### config.mk
export PLATFORM = sky130hd
export DESIGN_NAME = bpg_pixel_gen
export DESIGN_NICKNAME = d
export VERILOG_FILES = /design/src/bpg_pkg.sv /design/src/bpg_pixel_gen.sv
export VERILOG_INCLUDE_DIRS = /design/src /design/src/src
export SDC_FILE = /design/constraint.sdc
export NUM_CORES = 1
export LEC_CHECK = 0
export ABC_AREA = 1
export BUFFER_PORTS_ARGS = -buffer_cell sky130_fd_sc_hd__buf_4
export CORE_ASPECT_RATIO = 1.5
export CORE_MARGIN = 2
export CORE_UTILIZATION = 35
export DETAILED_ROUTE_END_ITERATION = 8
export PLACE_DENSITY = 0.7
export SYNTH_ARGS = -nofsm -noshare
export SYNTH_HDL_FRONTEND = slang
export SYNTH_SLANG_ARGS = --single-unit
### constraint.sdc
create_clock -name clk_sys -period 2 [get_ports clk_sys]
set_clock_uncertainty 0.15 [all_clocks]
set_input_delay 0.1 -clock clk_sys [delete_from_list [all_inputs] [get_ports clk_sys]]
set_output_delay 0.1 -clock clk_sys [all_outputs]
set_load 0.1 [all_outputs]
### src/bpg_map.svh
`ifndef BPG_MAP_SVH
`define BPG_MAP_SVH

// Screen organisation in cells
`define BPG_CELL_ROWS      25
`define BPG_CELL_COLS      40
`define BPG_CELL_BYTES     8
`define BPG_ROW_BYTES      320
`define BPG_BITMAP_BYTES   8000

// Control bit positions of the host mode registers
`define BPG_CTRL1_BITMAP_BIT 5
`define BPG_CTRL2_MULTI_BIT  4

// Multi-colour pair codes
`define BPG_PAIR_BG0       2'h0
`define BPG_PAIR_SCR_HI    2'h1
`define BPG_PAIR_SCR_LO    2'h2
`define BPG_PAIR_COLMEM    2'h3

// Reset values
`define BPG_RESET_COLOR    4'h0
`define BPG_RESET_BYTE     8'h00

`endif

### src/bpg_pkg.sv
package bpg_pkg;

  // Display mode taken from the control bits
  typedef enum logic [1:0] {
    bpg_mode_char,
    bpg_mode_two_color_bitmap,
    bpg_mode_multi_color_bitmap
  } bpg_mode_type;

  // Whole state of the pixel generator
  typedef struct packed {
    logic         s1_valid;
    logic         s1_new_cell;
    logic [2:0]   s1_x_lo;
    bpg_mode_type s1_mode;
    logic         fetch;
    logic [12:0]  bm_addr;
    logic [9:0]   scr_addr;
    logic [7:0]   hold_bm;
    logic [7:0]   hold_scr;
    logic [3:0]   hold_col;
    logic         out_valid;
    logic         out_bitmap;
    logic [3:0]   out_color;
  } bpg_state_type;

endpackage

### src/bpg_pixel_gen.sv
`timescale 1ns/10ps
`include "bpg_map.svh"
// Overview of operation
// - In standard bitmap mode the screen byte gives the colours of its 8x8 cell, and colour memory is ignored.
// - In standard bitmap mode a one bit shows the screen byte high nibble colour and a zero bit the low nibble.
// - Coordinate zero, zero is the upper-left pixel, x grows rightward and y grows downward.
// - The bitmap is 25 rows of 40 cells, each cell eight consecutive bytes, one per pixel line.
// - The cell row is y divided by eight and each cell row sits 320 bytes further from the base.
// - The cell in a row is x divided by eight and each cell sits 8 bytes further on.
// - The low three bits of y are added as the byte offset of the pixel line in the cell.
// - Bit 7 of a bitmap byte is the leftmost pixel, so the bit used is seven minus the low three bits of x.
// - An 8K bitmap area maps one to one onto the screen in both bitmap modes.
// - Multi-colour bitmap mode holds only while the first control bit 5 and second control bit 4 are both one.
// - Multi-colour mode forms each double-width dot from two adjacent bits, 160 dots of four colours.
// - Multi-colour colours come from background 0, screen high nibble, screen low nibble and colour memory.
// - Standard bitmap mode holds while the first control bit 5 is one and the second control bit 4 is zero, character modes when bit 5 is zero.
module bpg_pixel_gen
  import bpg_pkg::*;
(
  input  wire logic       clk_sys,
  input  wire logic       reset,
  input  wire logic       pix_valid,
  input  wire logic [8:0] pix_x,
  input  wire logic [7:0] pix_y,
  input  wire logic [7:0] ctrl1,
  input  wire logic [7:0] ctrl2,
  input  wire logic [3:0] bg0_color,
  output logic            mem_fetch,
  output logic [12:0]     bm_addr,
  output logic [9:0]      scr_addr,
  input  wire logic [7:0] bm_data,
  input  wire logic [7:0] scr_data,
  input  wire logic [3:0] col_data,
  output logic            color_valid,
  output logic            color_bitmap,
  output logic [3:0]      color_out
);

  bpg_state_type st_reg;
  bpg_state_type st_next;
  logic [7:0]    cur_bm;
  logic [7:0]    cur_scr;
  logic [3:0]    cur_col;
  logic [7:0]    shifted;

  // Mode from the two control bits
  function automatic bpg_mode_type mode_of(input logic [7:0] c1, input logic [7:0] c2);
    if (!c1[`BPG_CTRL1_BITMAP_BIT]) begin
      mode_of = bpg_mode_char;
    end else if (c2[`BPG_CTRL2_MULTI_BIT]) begin
      mode_of = bpg_mode_multi_color_bitmap;
    end else begin
      mode_of = bpg_mode_two_color_bitmap;
    end
  endfunction

  // Pair code to colour
  function automatic logic [3:0] pair_color(input logic [1:0] pair, input logic [3:0] bg,
                                            input logic [7:0] scr, input logic [3:0] col);
    case (pair)
      `BPG_PAIR_BG0:    pair_color = bg;
      `BPG_PAIR_SCR_HI: pair_color = scr[7:4];
      `BPG_PAIR_SCR_LO: pair_color = scr[3:0];
      default:          pair_color = col;
    endcase
  endfunction

  // Next state: address stage, then colour stage
  always_comb begin
    st_next = st_reg;
    st_next.s1_valid = pix_valid;
    st_next.fetch = 1'b0;
    if (pix_valid) begin
      st_next.s1_x_lo = pix_x[2:0];
      st_next.s1_mode = mode_of(ctrl1, ctrl2);
      st_next.s1_new_cell = (pix_x[2:0] == 3'h0);
      if (pix_x[2:0] == 3'h0) begin
        st_next.fetch = 1'b1;
        // Row*320 + cell*8 + line, origin top-left
        st_next.bm_addr = 13'(13'(pix_y[7:3]) * 13'(`BPG_ROW_BYTES))
                        + 13'({pix_x[8:3], 3'h0})
                        + 13'(pix_y[2:0]);
        st_next.scr_addr = 10'(10'(pix_y[7:3]) * 10'(`BPG_CELL_COLS)) + 10'(pix_x[8:3]);
      end else begin
        st_next.bm_addr = st_reg.bm_addr;
      end
    end
    // Data arrives in the same cycle as the registered address; later pixels use the held copy
    cur_bm  = st_reg.s1_new_cell ? bm_data  : st_reg.hold_bm;
    cur_scr = st_reg.s1_new_cell ? scr_data : st_reg.hold_scr;
    cur_col = st_reg.s1_new_cell ? col_data : st_reg.hold_col;
    shifted = 8'h00;
    st_next.out_valid = st_reg.s1_valid;
    if (st_reg.s1_valid) begin
      st_next.hold_bm  = cur_bm;
      st_next.hold_scr = cur_scr;
      st_next.hold_col = cur_col;
      case (st_reg.s1_mode)
        bpg_mode_two_color_bitmap: begin
          shifted = cur_bm << st_reg.s1_x_lo;
          st_next.out_bitmap = 1'b1;
          st_next.out_color = shifted[7] ? cur_scr[7:4] : cur_scr[3:0];
        end
        bpg_mode_multi_color_bitmap: begin
          shifted = cur_bm << {st_reg.s1_x_lo[2:1], 1'b0};
          st_next.out_bitmap = 1'b1;
          st_next.out_color = pair_color(shifted[7:6], bg0_color, cur_scr, cur_col);
        end
        default: begin
          st_next.out_bitmap = 1'b0;
          st_next.out_color = bg0_color;
        end
      endcase
    end
  end

  // State register
  always_ff @(posedge clk_sys or posedge reset) begin
    if (reset) begin
      st_reg <= '0;
    end else begin
      st_reg <= st_next;
    end
  end

  // Outputs straight from the state
  assign mem_fetch    = st_reg.fetch;
  assign bm_addr      = st_reg.bm_addr;
  assign scr_addr     = st_reg.scr_addr;
  assign color_valid  = st_reg.out_valid;
  assign color_bitmap = st_reg.out_bitmap;
  assign color_out    = st_reg.out_color;
endmodule

# After elaboration in Yosys (flattened, before gate mapping)
# Index checks and enable logic that the tools add are counted.
# classes
eq_ne,4
mul,2
mux,12
n_reduce_logical,3
shifts,2
addsub,3
# ops
op,n
24-bit two-way mux,1
8-bit two-way mux,2
8-bit by 3-bit << shifter with 8-bit output,2
5-bit by 3-bit multiplier with 7-bit output (second input constant),2
13-bit by 3-bit adder with 13-bit output,1
13-bit by 9-bit adder with 13-bit output,1
13-bit two-way mux,1
4-bit one-hot mux with 3 select lines,1
10-bit by 6-bit adder with 10-bit output,1
10-bit two-way mux,1
5-bit one-hot mux with 2 select lines,1
4-bit two-way mux,2
2-bit by 1-bit == test with 1-bit output (second input constant),2
2-bit == test (second input constant),2
2-bit two-way mux,2
3-bit zero test,1
2-bit zero test,1
2-bit AND reduction,1
1-bit two-way mux,1
# word_totals
regBits,57
out_inout_bits,30

# Depth between registers and ports, before layout
# Gate-level depths: netlist of run 1.
# logic_depth
ltp_word,5
ltp_mapped,14

# Worst setup path before layout of run 1
# Ideal clock, no wire load.
# synth_path
kind,input port to flip-flop
start,input port pix_y[4]
end,"register st_reg, in the netlist bm_addr[12]"
slack_ns,0.006
t_required_ns,1.721
cell_stages,8
t_arrival_ns,1.714
setup_ns,0.129
path_cell_list,ha_1 ha_1 fa_1 inv_1 or2_2 nor2_1 xor2_1 o21ai_0
# synth_between
elab_chain_cells,3
# synth_lines
item,line_no,source
from (decl),bpg_pixel_gen.sv:24,"input wire logic [7:0] pix_y,"
5-bit by 3-bit multiplier with 7-bit output,bpg_pixel_gen.sv:80,st_next.bm_addr = 13'(13'(pix_y[7:3]) * 13'(`BPG_ROW_BYTES))
13-bit by 9-bit adder with 13-bit output,bpg_pixel_gen.sv:80,
13-bit by 3-bit adder with 13-bit output,bpg_pixel_gen.sv:80,
to (signal assigned),bpg_pixel_gen.sv:122,st_reg <= st_next;
to (decl),bpg_pixel_gen.sv:39,bpg_state_type st_reg;
# Every way passes these cells.
# A chain may end at the register's enable or synchronous reset.

# Worst setup path after layout of run 1
# Ends and elaborated chain as after synthesis.

==> results of run 1 <==
-- kinds of logic after synthesis --
group | after synthesis | synth area share (%)
XOR/XNOR | 4 | 1.12
AND/OR/NAND/NOR | 213 | 31.5
flip-flops | 47 | 37.8
adder cells (fa/ha/maj) | 13 | 5.70
buffers and inverters | 88 | 15.1
multiplexers | 4 | 1.29
AO/OA/AOI/OAI | 46 | 7.47
-- layout by cell type, fill, tap and decap left out, types with 3 or more instances in the layout --
| cell | instances |
|---|---|
| nand2_4 | 3 |
| nand3_2 | 7 |
| dfrtp_1 | 47 |
| o21ai_1 | 4 |
| o21ai_0 | 38 |
| nand3_1 | 62 |
| mux2i_1 | 4 |
| clkbuf_16 | 5 |
| nand3b_1 | 6 |
| buf_4 | 85 |
| inv_1 | 44 |
| nand2_2 | 5 |
| dlygate4sd3_1 | 18 |
| nand2_1 | 114 |
| nor2_1 | 12 |
| ha_1 | 10 |
-- cell type report --
type,instances,area share [%]
Timing Repair Buffer,105,21.3
Clock inverter,2,0.940
Multi-Input combinational cell,280,37.1
Clock buffer,5,3.13
Tap cell,110,3.45
Inverter,46,4.64
Sequential cell,47,29.5
-- repair_timing --
item / in CTS / in global routing
hold buffers: 18 / 0
setup buffers: 0 / 2
hold endpoints to repair: 33 / 0
resized for setup: 0 / 6
endpoints found under the setup margin: 0 / 3
-- per-layer routing --
| metal | part of all wire [%] | GRT usage (%) | up-vias |
|---|---|---|---|
| met5 | 0 | 0 | - |
| met4 | 2.6 | 6.36 | 0 |
| met3 | 4.6 | 3.08 | 21 |
| met2 | 54 | 30.1 | 79 |
| met1 | 39 | 18.3 | 1315 |
| li1 | - | - | 1449 |
-- worst paths after layout --
kind                             start      endpoint  slack [ns]  depth (start not counted)
min in group asynchronous        reset  color_out[3]        0.21                          3
min                        col_data[3]     st_reg[9]      -0.005                          3
max reg2reg                 st_reg[55]  color_out[3]        0.14                         11
max                           pix_y[4]   bm_addr[12]        0.10                          9
max in group asynchronous        reset    st_reg[23]        0.91                          4
min reg2reg                 bm_addr[0]    bm_addr[0]        0.32                          2
-- report_power, final --
part           switching, mW  internal, mW
clock                  0.354         0.583
sequential             0.110          1.12
combinational           1.50         0.518
-- through the flow --
| stage | utilization [%] | hold slack [ns] | cell area [sq um] | std cells |
|---|---|---|---|---|
| 6_report | 45.8 | -0.00549 | 3990 | 595 |
| 5_1_grt | 45.8 | 0.0241 | 3990 | 595 |
| 4_1_cts | 45.4 | 0.000524 | 3960 | 593 |
| 3_5_place_dp | 41.5 | -0.0255 | 3620 | 568 |
| 3_3_place_gp | 41.5 | -0.0334 | 3620 | 568 |
| 2_1_floorplan | - | -0.0186 | 3120 | 415 |
-- worst max-delay path, delay by kind of cell --
kind / cells / cell delay, ns
fa+ha+maj: 3 / 0.97
simple gates: 2 / 0.41
buf+inv: 2 / 0.17
xor+xnor: 1 / 0.15
compound gates: 1 / 0.09
==> run_results.csv, run 1 <==
group,metric,value,unit
outcome,status,"finished with violations",
outcome,violations,"negative hold slack",
logic_synthesis,synth_area,3120,sq um
global_route,grt_pass1_vias,2920,
timing,max_freq,0.527,GHz
timing,finalHoldViolations,2,
logic_synthesis,ys_seq_elements,47,
logic_synthesis,netlist_instances,415,
global_route,antenna_found_initial,0,
timing,whs,-0.00549,ns
logic_synthesis,synth.most_common_cell,"nand2_1",
setup_path,cp_slowest_stage_delay,0.48,ns
setup_path,cp-start-kind,"primary input",
clocking,insertion_delay,0.29,ns
setup_path,critPathKind,"primary input to flop",
power,p_leak,2.04,nW
global_route,grt_max_degree,34,
timing,finalWorstSetupSlack,0.102,ns
finish,ff_latch_area,1180,sq um
timing,relSlewSlack,66.2,%
power,power.density,1050,nW/um^2
global_route,grt.overflow.total,0,
die,floorplan.rows,42,
die,io_pins,90,
finish,largest_reg_flops,26,
die,die_y,120,um
finish,diodes,0,
drt,routed-via-count,2864,
logic_synthesis,synth_top_area_cell,"dfrtp_1",
logic_synthesis,syn-num-nets,488,
place,dp_hpwl,5760,um
die,core_area,8720,sq um
place,pre_cts_ws,-0.272,ns
logic_synthesis,synth_cell_types,27,
die,die_w,81.0,um
timing,worstMarginPinSlew,0.507,ns
logic_synthesis,yosys-top-cells-area,"dfrtp_1 (38%), nand2_1 (14%), nand3_1 (10%)",
drt,drc,0,
timing,setup_viol,0,
finish,fillers,893,
clocking,clk_pin_slew_worst_paths,0.07,ns
finish,fin_nets,558,
timing,fin_setup_tns,0,ns
drt,detail_route.wl_per_cell,12.8,um
place,gp_congestion,0.850,
die,die-area,9690,sq um
timing,rsz0062_at_grt,"false",
clocking,cts_tree,"built",
setup_path,crit_path_cell_trace,"buf_4 > ha_1 > ha_2 > fa_1 > inv_1 > or2_2 > nor2_2 > xor2_1 > o21ai_0",
clocking,clock-sinks,47,
timing,fin_crit_sh,94.9,%
global_route,grt_pass1_wl,12600,um
clocking,htree_levels,2,
setup_path,crit_arrival,1.90,ns
drt,drt_iter0_drc,134,
logic_synthesis,ys_async_sr_fraction,100,%
finish,layout-drive-gt1-share,23.7,%
power,vdd_drop_max,0.873,mV
clocking,numCtsBuffers,5,
setup_path,cp.required,2.00,ns
drt,via_per_inst,4.81,
die,initial_core_util,35.7,%
timing,fin_crit,1.90,ns
drt,ant_nets,0,
setup_path,critPathMaxFanout,3,
power,total_power,4.18,mW
logic_synthesis,synth_top_area_share,37.8,%
drt,first_pass_iters,4,
logic_synthesis,synth_warnings,0,
logic_synthesis,ys_top_cells_by_count,"nand2_1 (115), nand3_1 (62), dfrtp_1 (47)",
job,maxCapViolations,0,
logic_synthesis,dominantRegCellSynth,"dfrtp_1",
clocking,root_buffer,"clkbuf_16",
logic_synthesis,synth_edf_count,0,
global_route,grtUsageTotal,16.5,%
finish,area_growth,28.2,%
drt,wl,7630,um
clocking,clockBufferDepth,2,
worst_hold_path,hold_path.class,"primary input to flop",
logic_synthesis,ys_seq_area_share,37.8,%
setup_path,slowest_stage,"fa_1",
finish,multi_input_area,1480,sq um
place,portBuffers,75,
logic_synthesis,avgSynthCellArea,7.51,sq um
setup_path,cp-end-kind,"flop",
timing,timing.final.max_slew_violations,0,
(Power assumes the default switching activity.)
==> run 2: changes to the inputs <==
Settings changed: PLACE_DENSITY 0.7 to unset.
==> run_results.csv, run 2 (same netlist as run 1, synthesis figures left out) <==
group,metric,value,unit
place,portBuffers,75,
global_route,grtUsageTotal,17.0,%
timing,rsz0062_at_grt,"false",
outcome,status,"complete, no violations",
setup_path,cp_slowest_stage_delay,0.49,ns
clocking,clock-sinks,47,
drt,wl,7560,um
finish,diodes,0,
timing,fin_setup_tns,0,ns
clocking,htree_levels,2,
setup_path,crit_path_cell_trace,"buf_4 > ha_1 > ha_2 > fa_1 > inv_1 > or2_2 > nor2_2 > xor2_1 > o21ai_0",
setup_path,critPathKind,"primary input to flop",
power,internal_power,2.14,mW
clocking,clockBufferDepth,2,
clocking,numCtsBuffers,5,
setup_path,reg2reg_to,"color_out[3]",
power,power.density,1030,nW/um^2
place,dp_hpwl,5700,um
drt,ant_nets,0,
die,die_w,81.0,um
setup_path,crit_arrival,1.87,ns
die,initial_core_util,35.7,%
setup_path,cp-end-kind,"flop",
power,p_sw,1.98,mW
setup_path,rrSetupSlack,0.15,ns
die,io_pins,90,
finish,fillers,911,
timing,timing.final.max_slew_violations,0,
worst_hold_path,min_to,"color_out[2]",
finish,largest_reg_flops,26,
timing,fin_crit,1.87,ns
power,p_seq_share,29.8,%
global_route,grt_pass1_vias,2906,
drt,drt_iter0_drc,117,
power,p_leak,2.05,nW
power,vdd_drop_max,0.695,mV
power,p_clk_share,21.1,%
clocking,insertion_delay,0.30,ns
timing,fin_crit_sh,93.3,%
clocking,root_buffer,"clkbuf_16",
finish,stdcell_count,599,
job,maxCapViolations,0,
setup_path,critPathMaxFanout,2,
setup_path,r2r-start,"st_reg[55]",
drt,via_per_inst,4.77,
power,swShare,48.1,%
worst_hold_path,hold_path.class,"primary input to flop",
finish,layout-drive-gt1-share,24.1,%
timing,max_freq,0.536,GHz
finish,fin_nets,561,
finish,area_growth,28.6,%
drt,detail_route.wl_per_cell,12.6,um
global_route,grt.overflow.total,0,
timing,relSlewSlack,65.4,%
die,core_area,8720,sq um
drt,drc,0,
die,die_y,120,um
setup_path,critPathTopFamily,"adder cells",
clocking,cts_tree,"built",
die,die-area,9690,sq um
setup_path,slowest_stage,"fa_1",
clocking,clk_pin_slew_worst_paths,0.07,ns
worst_hold_path,holdPathStages,5,
die,floorplan.rows,42,
global_route,antenna_found_initial,0,
setup_path,ff2ff_path_depth,12,
finish,final_core_util,45.9,%
clocking,cts_setup_buffers,0,
timing,worstMarginPinSlew,0.518,ns
setup_path,cp-start-kind,"primary input",
global_route,grt_pass1_wl,12800,um
finish,layout_common_cells,"nand2_1 (113), buf_4 (86), nand3_1 (62)",
finish,final_common_cell,"nand2_1",
worst_hold_path,min_from,"bg0_color[2]",
place,placedCellCount,570,
power,combPwrFrac,49.0,%
setup_path,cp.required,2.00,ns
place,gp_congestion,0.823,
drt,first_pass_iters,4,
global_route,grt_max_degree,32,
setup_path,crit_buf_inv,2,
timing,finalHoldViolations,0,
drt,routed-via-count,2860,
timing,setup_viol,0,
run 2: cell types whose count changed in the layout (fill, tap and decap cells not counted), sizes merged:
cell / previous run / this run
inv: 45 / 46
dlygate4sd3: 18 / 21
bufinv: 1 / 0
clkbuf: 5 / 6
run 2: timing repair:
action | CTS | global route
resized for setup | 0 | 5
setup endpoints to repair | 0 | 5
hold endpoints to repair | 34 | 1
hold buffers | 20 | 1
run 2: worst max-delay path by stage:
stage	end	startpoint	cells after the start	slack (ns)
detailed placement	bm_addr[12]	pix_y[4]	9	-0.24
CTS	bm_addr[12]	pix_y[4]	9	0.07
global route	bm_addr[12]	pix_y[4]	9	0.005
finish	bm_addr[12]	pix_y[4]	9	0.13
floorplan	bm_addr[12]	pix_y[4]	8	0.006
global placement	bm_addr[12]	pix_y[4]	9	-0.16
run 2: cell type report:
class	instances	area, sq um	share of cell area, %
Clock inverter	2	16.3	0.406
Tap cell	110	138	3.43
Multi-Input combinational cell	280	1480	37.0
Timing Repair Buffer	108	876	21.9
Inverter	46	178	4.43
Clock buffer	6	139	3.47
Sequential cell	47	1180	29.4
run 2: power groups by stage:
| stage | clock network (mW) | registers [mW] | logic (mW) |
|---|---|---|---|
| floorplan | 0 | 1.25 | 1.70 |
| global placement | 0 | 1.24 | 1.96 |
| detailed placement | 0 | 1.24 | 1.99 |
| CTS | 0.901 | 1.23 | 2.02 |
| global route | 0.933 | 1.25 | 2.16 |
| finish | 0.870 | 1.23 | 2.02 |
run 2: worst min-delay path, stage by stage:
cell and delay [ns]:
buf_4 0.09, nor2_1 0.04, nor2_1 0.07, nand2_1 0.05
nand2_1 0.05
run 2: per-stage QoR:
stage          instance area, sq um  power (mW)  hold slack (ns)  setup WS (ns)
2_1_floorplan                  3120        2.95          -0.0186        0.00636
3_3_place_gp                   3630        3.20          -0.0424         -0.162
3_5_place_dp                   3630        3.23          -0.0274         -0.237
4_1_cts                        3990        4.15         0.000903         0.0738
5_1_grt                        4010        4.34           0.0433        0.00484
6_report                       4010        4.12         0.000554          0.135
run 2: per-layer routing:
metal / vias to the layer above / GRT usage, % / share of wire [%]
li1: 1453 / - / -
met1: 1319 / 18.4 / 40
met2: 68 / 31.0 / 53
met3: 20 / 3.08 / 4.3
met4: 0 / 7.73 / 3.2
met5: - / 0 / 0
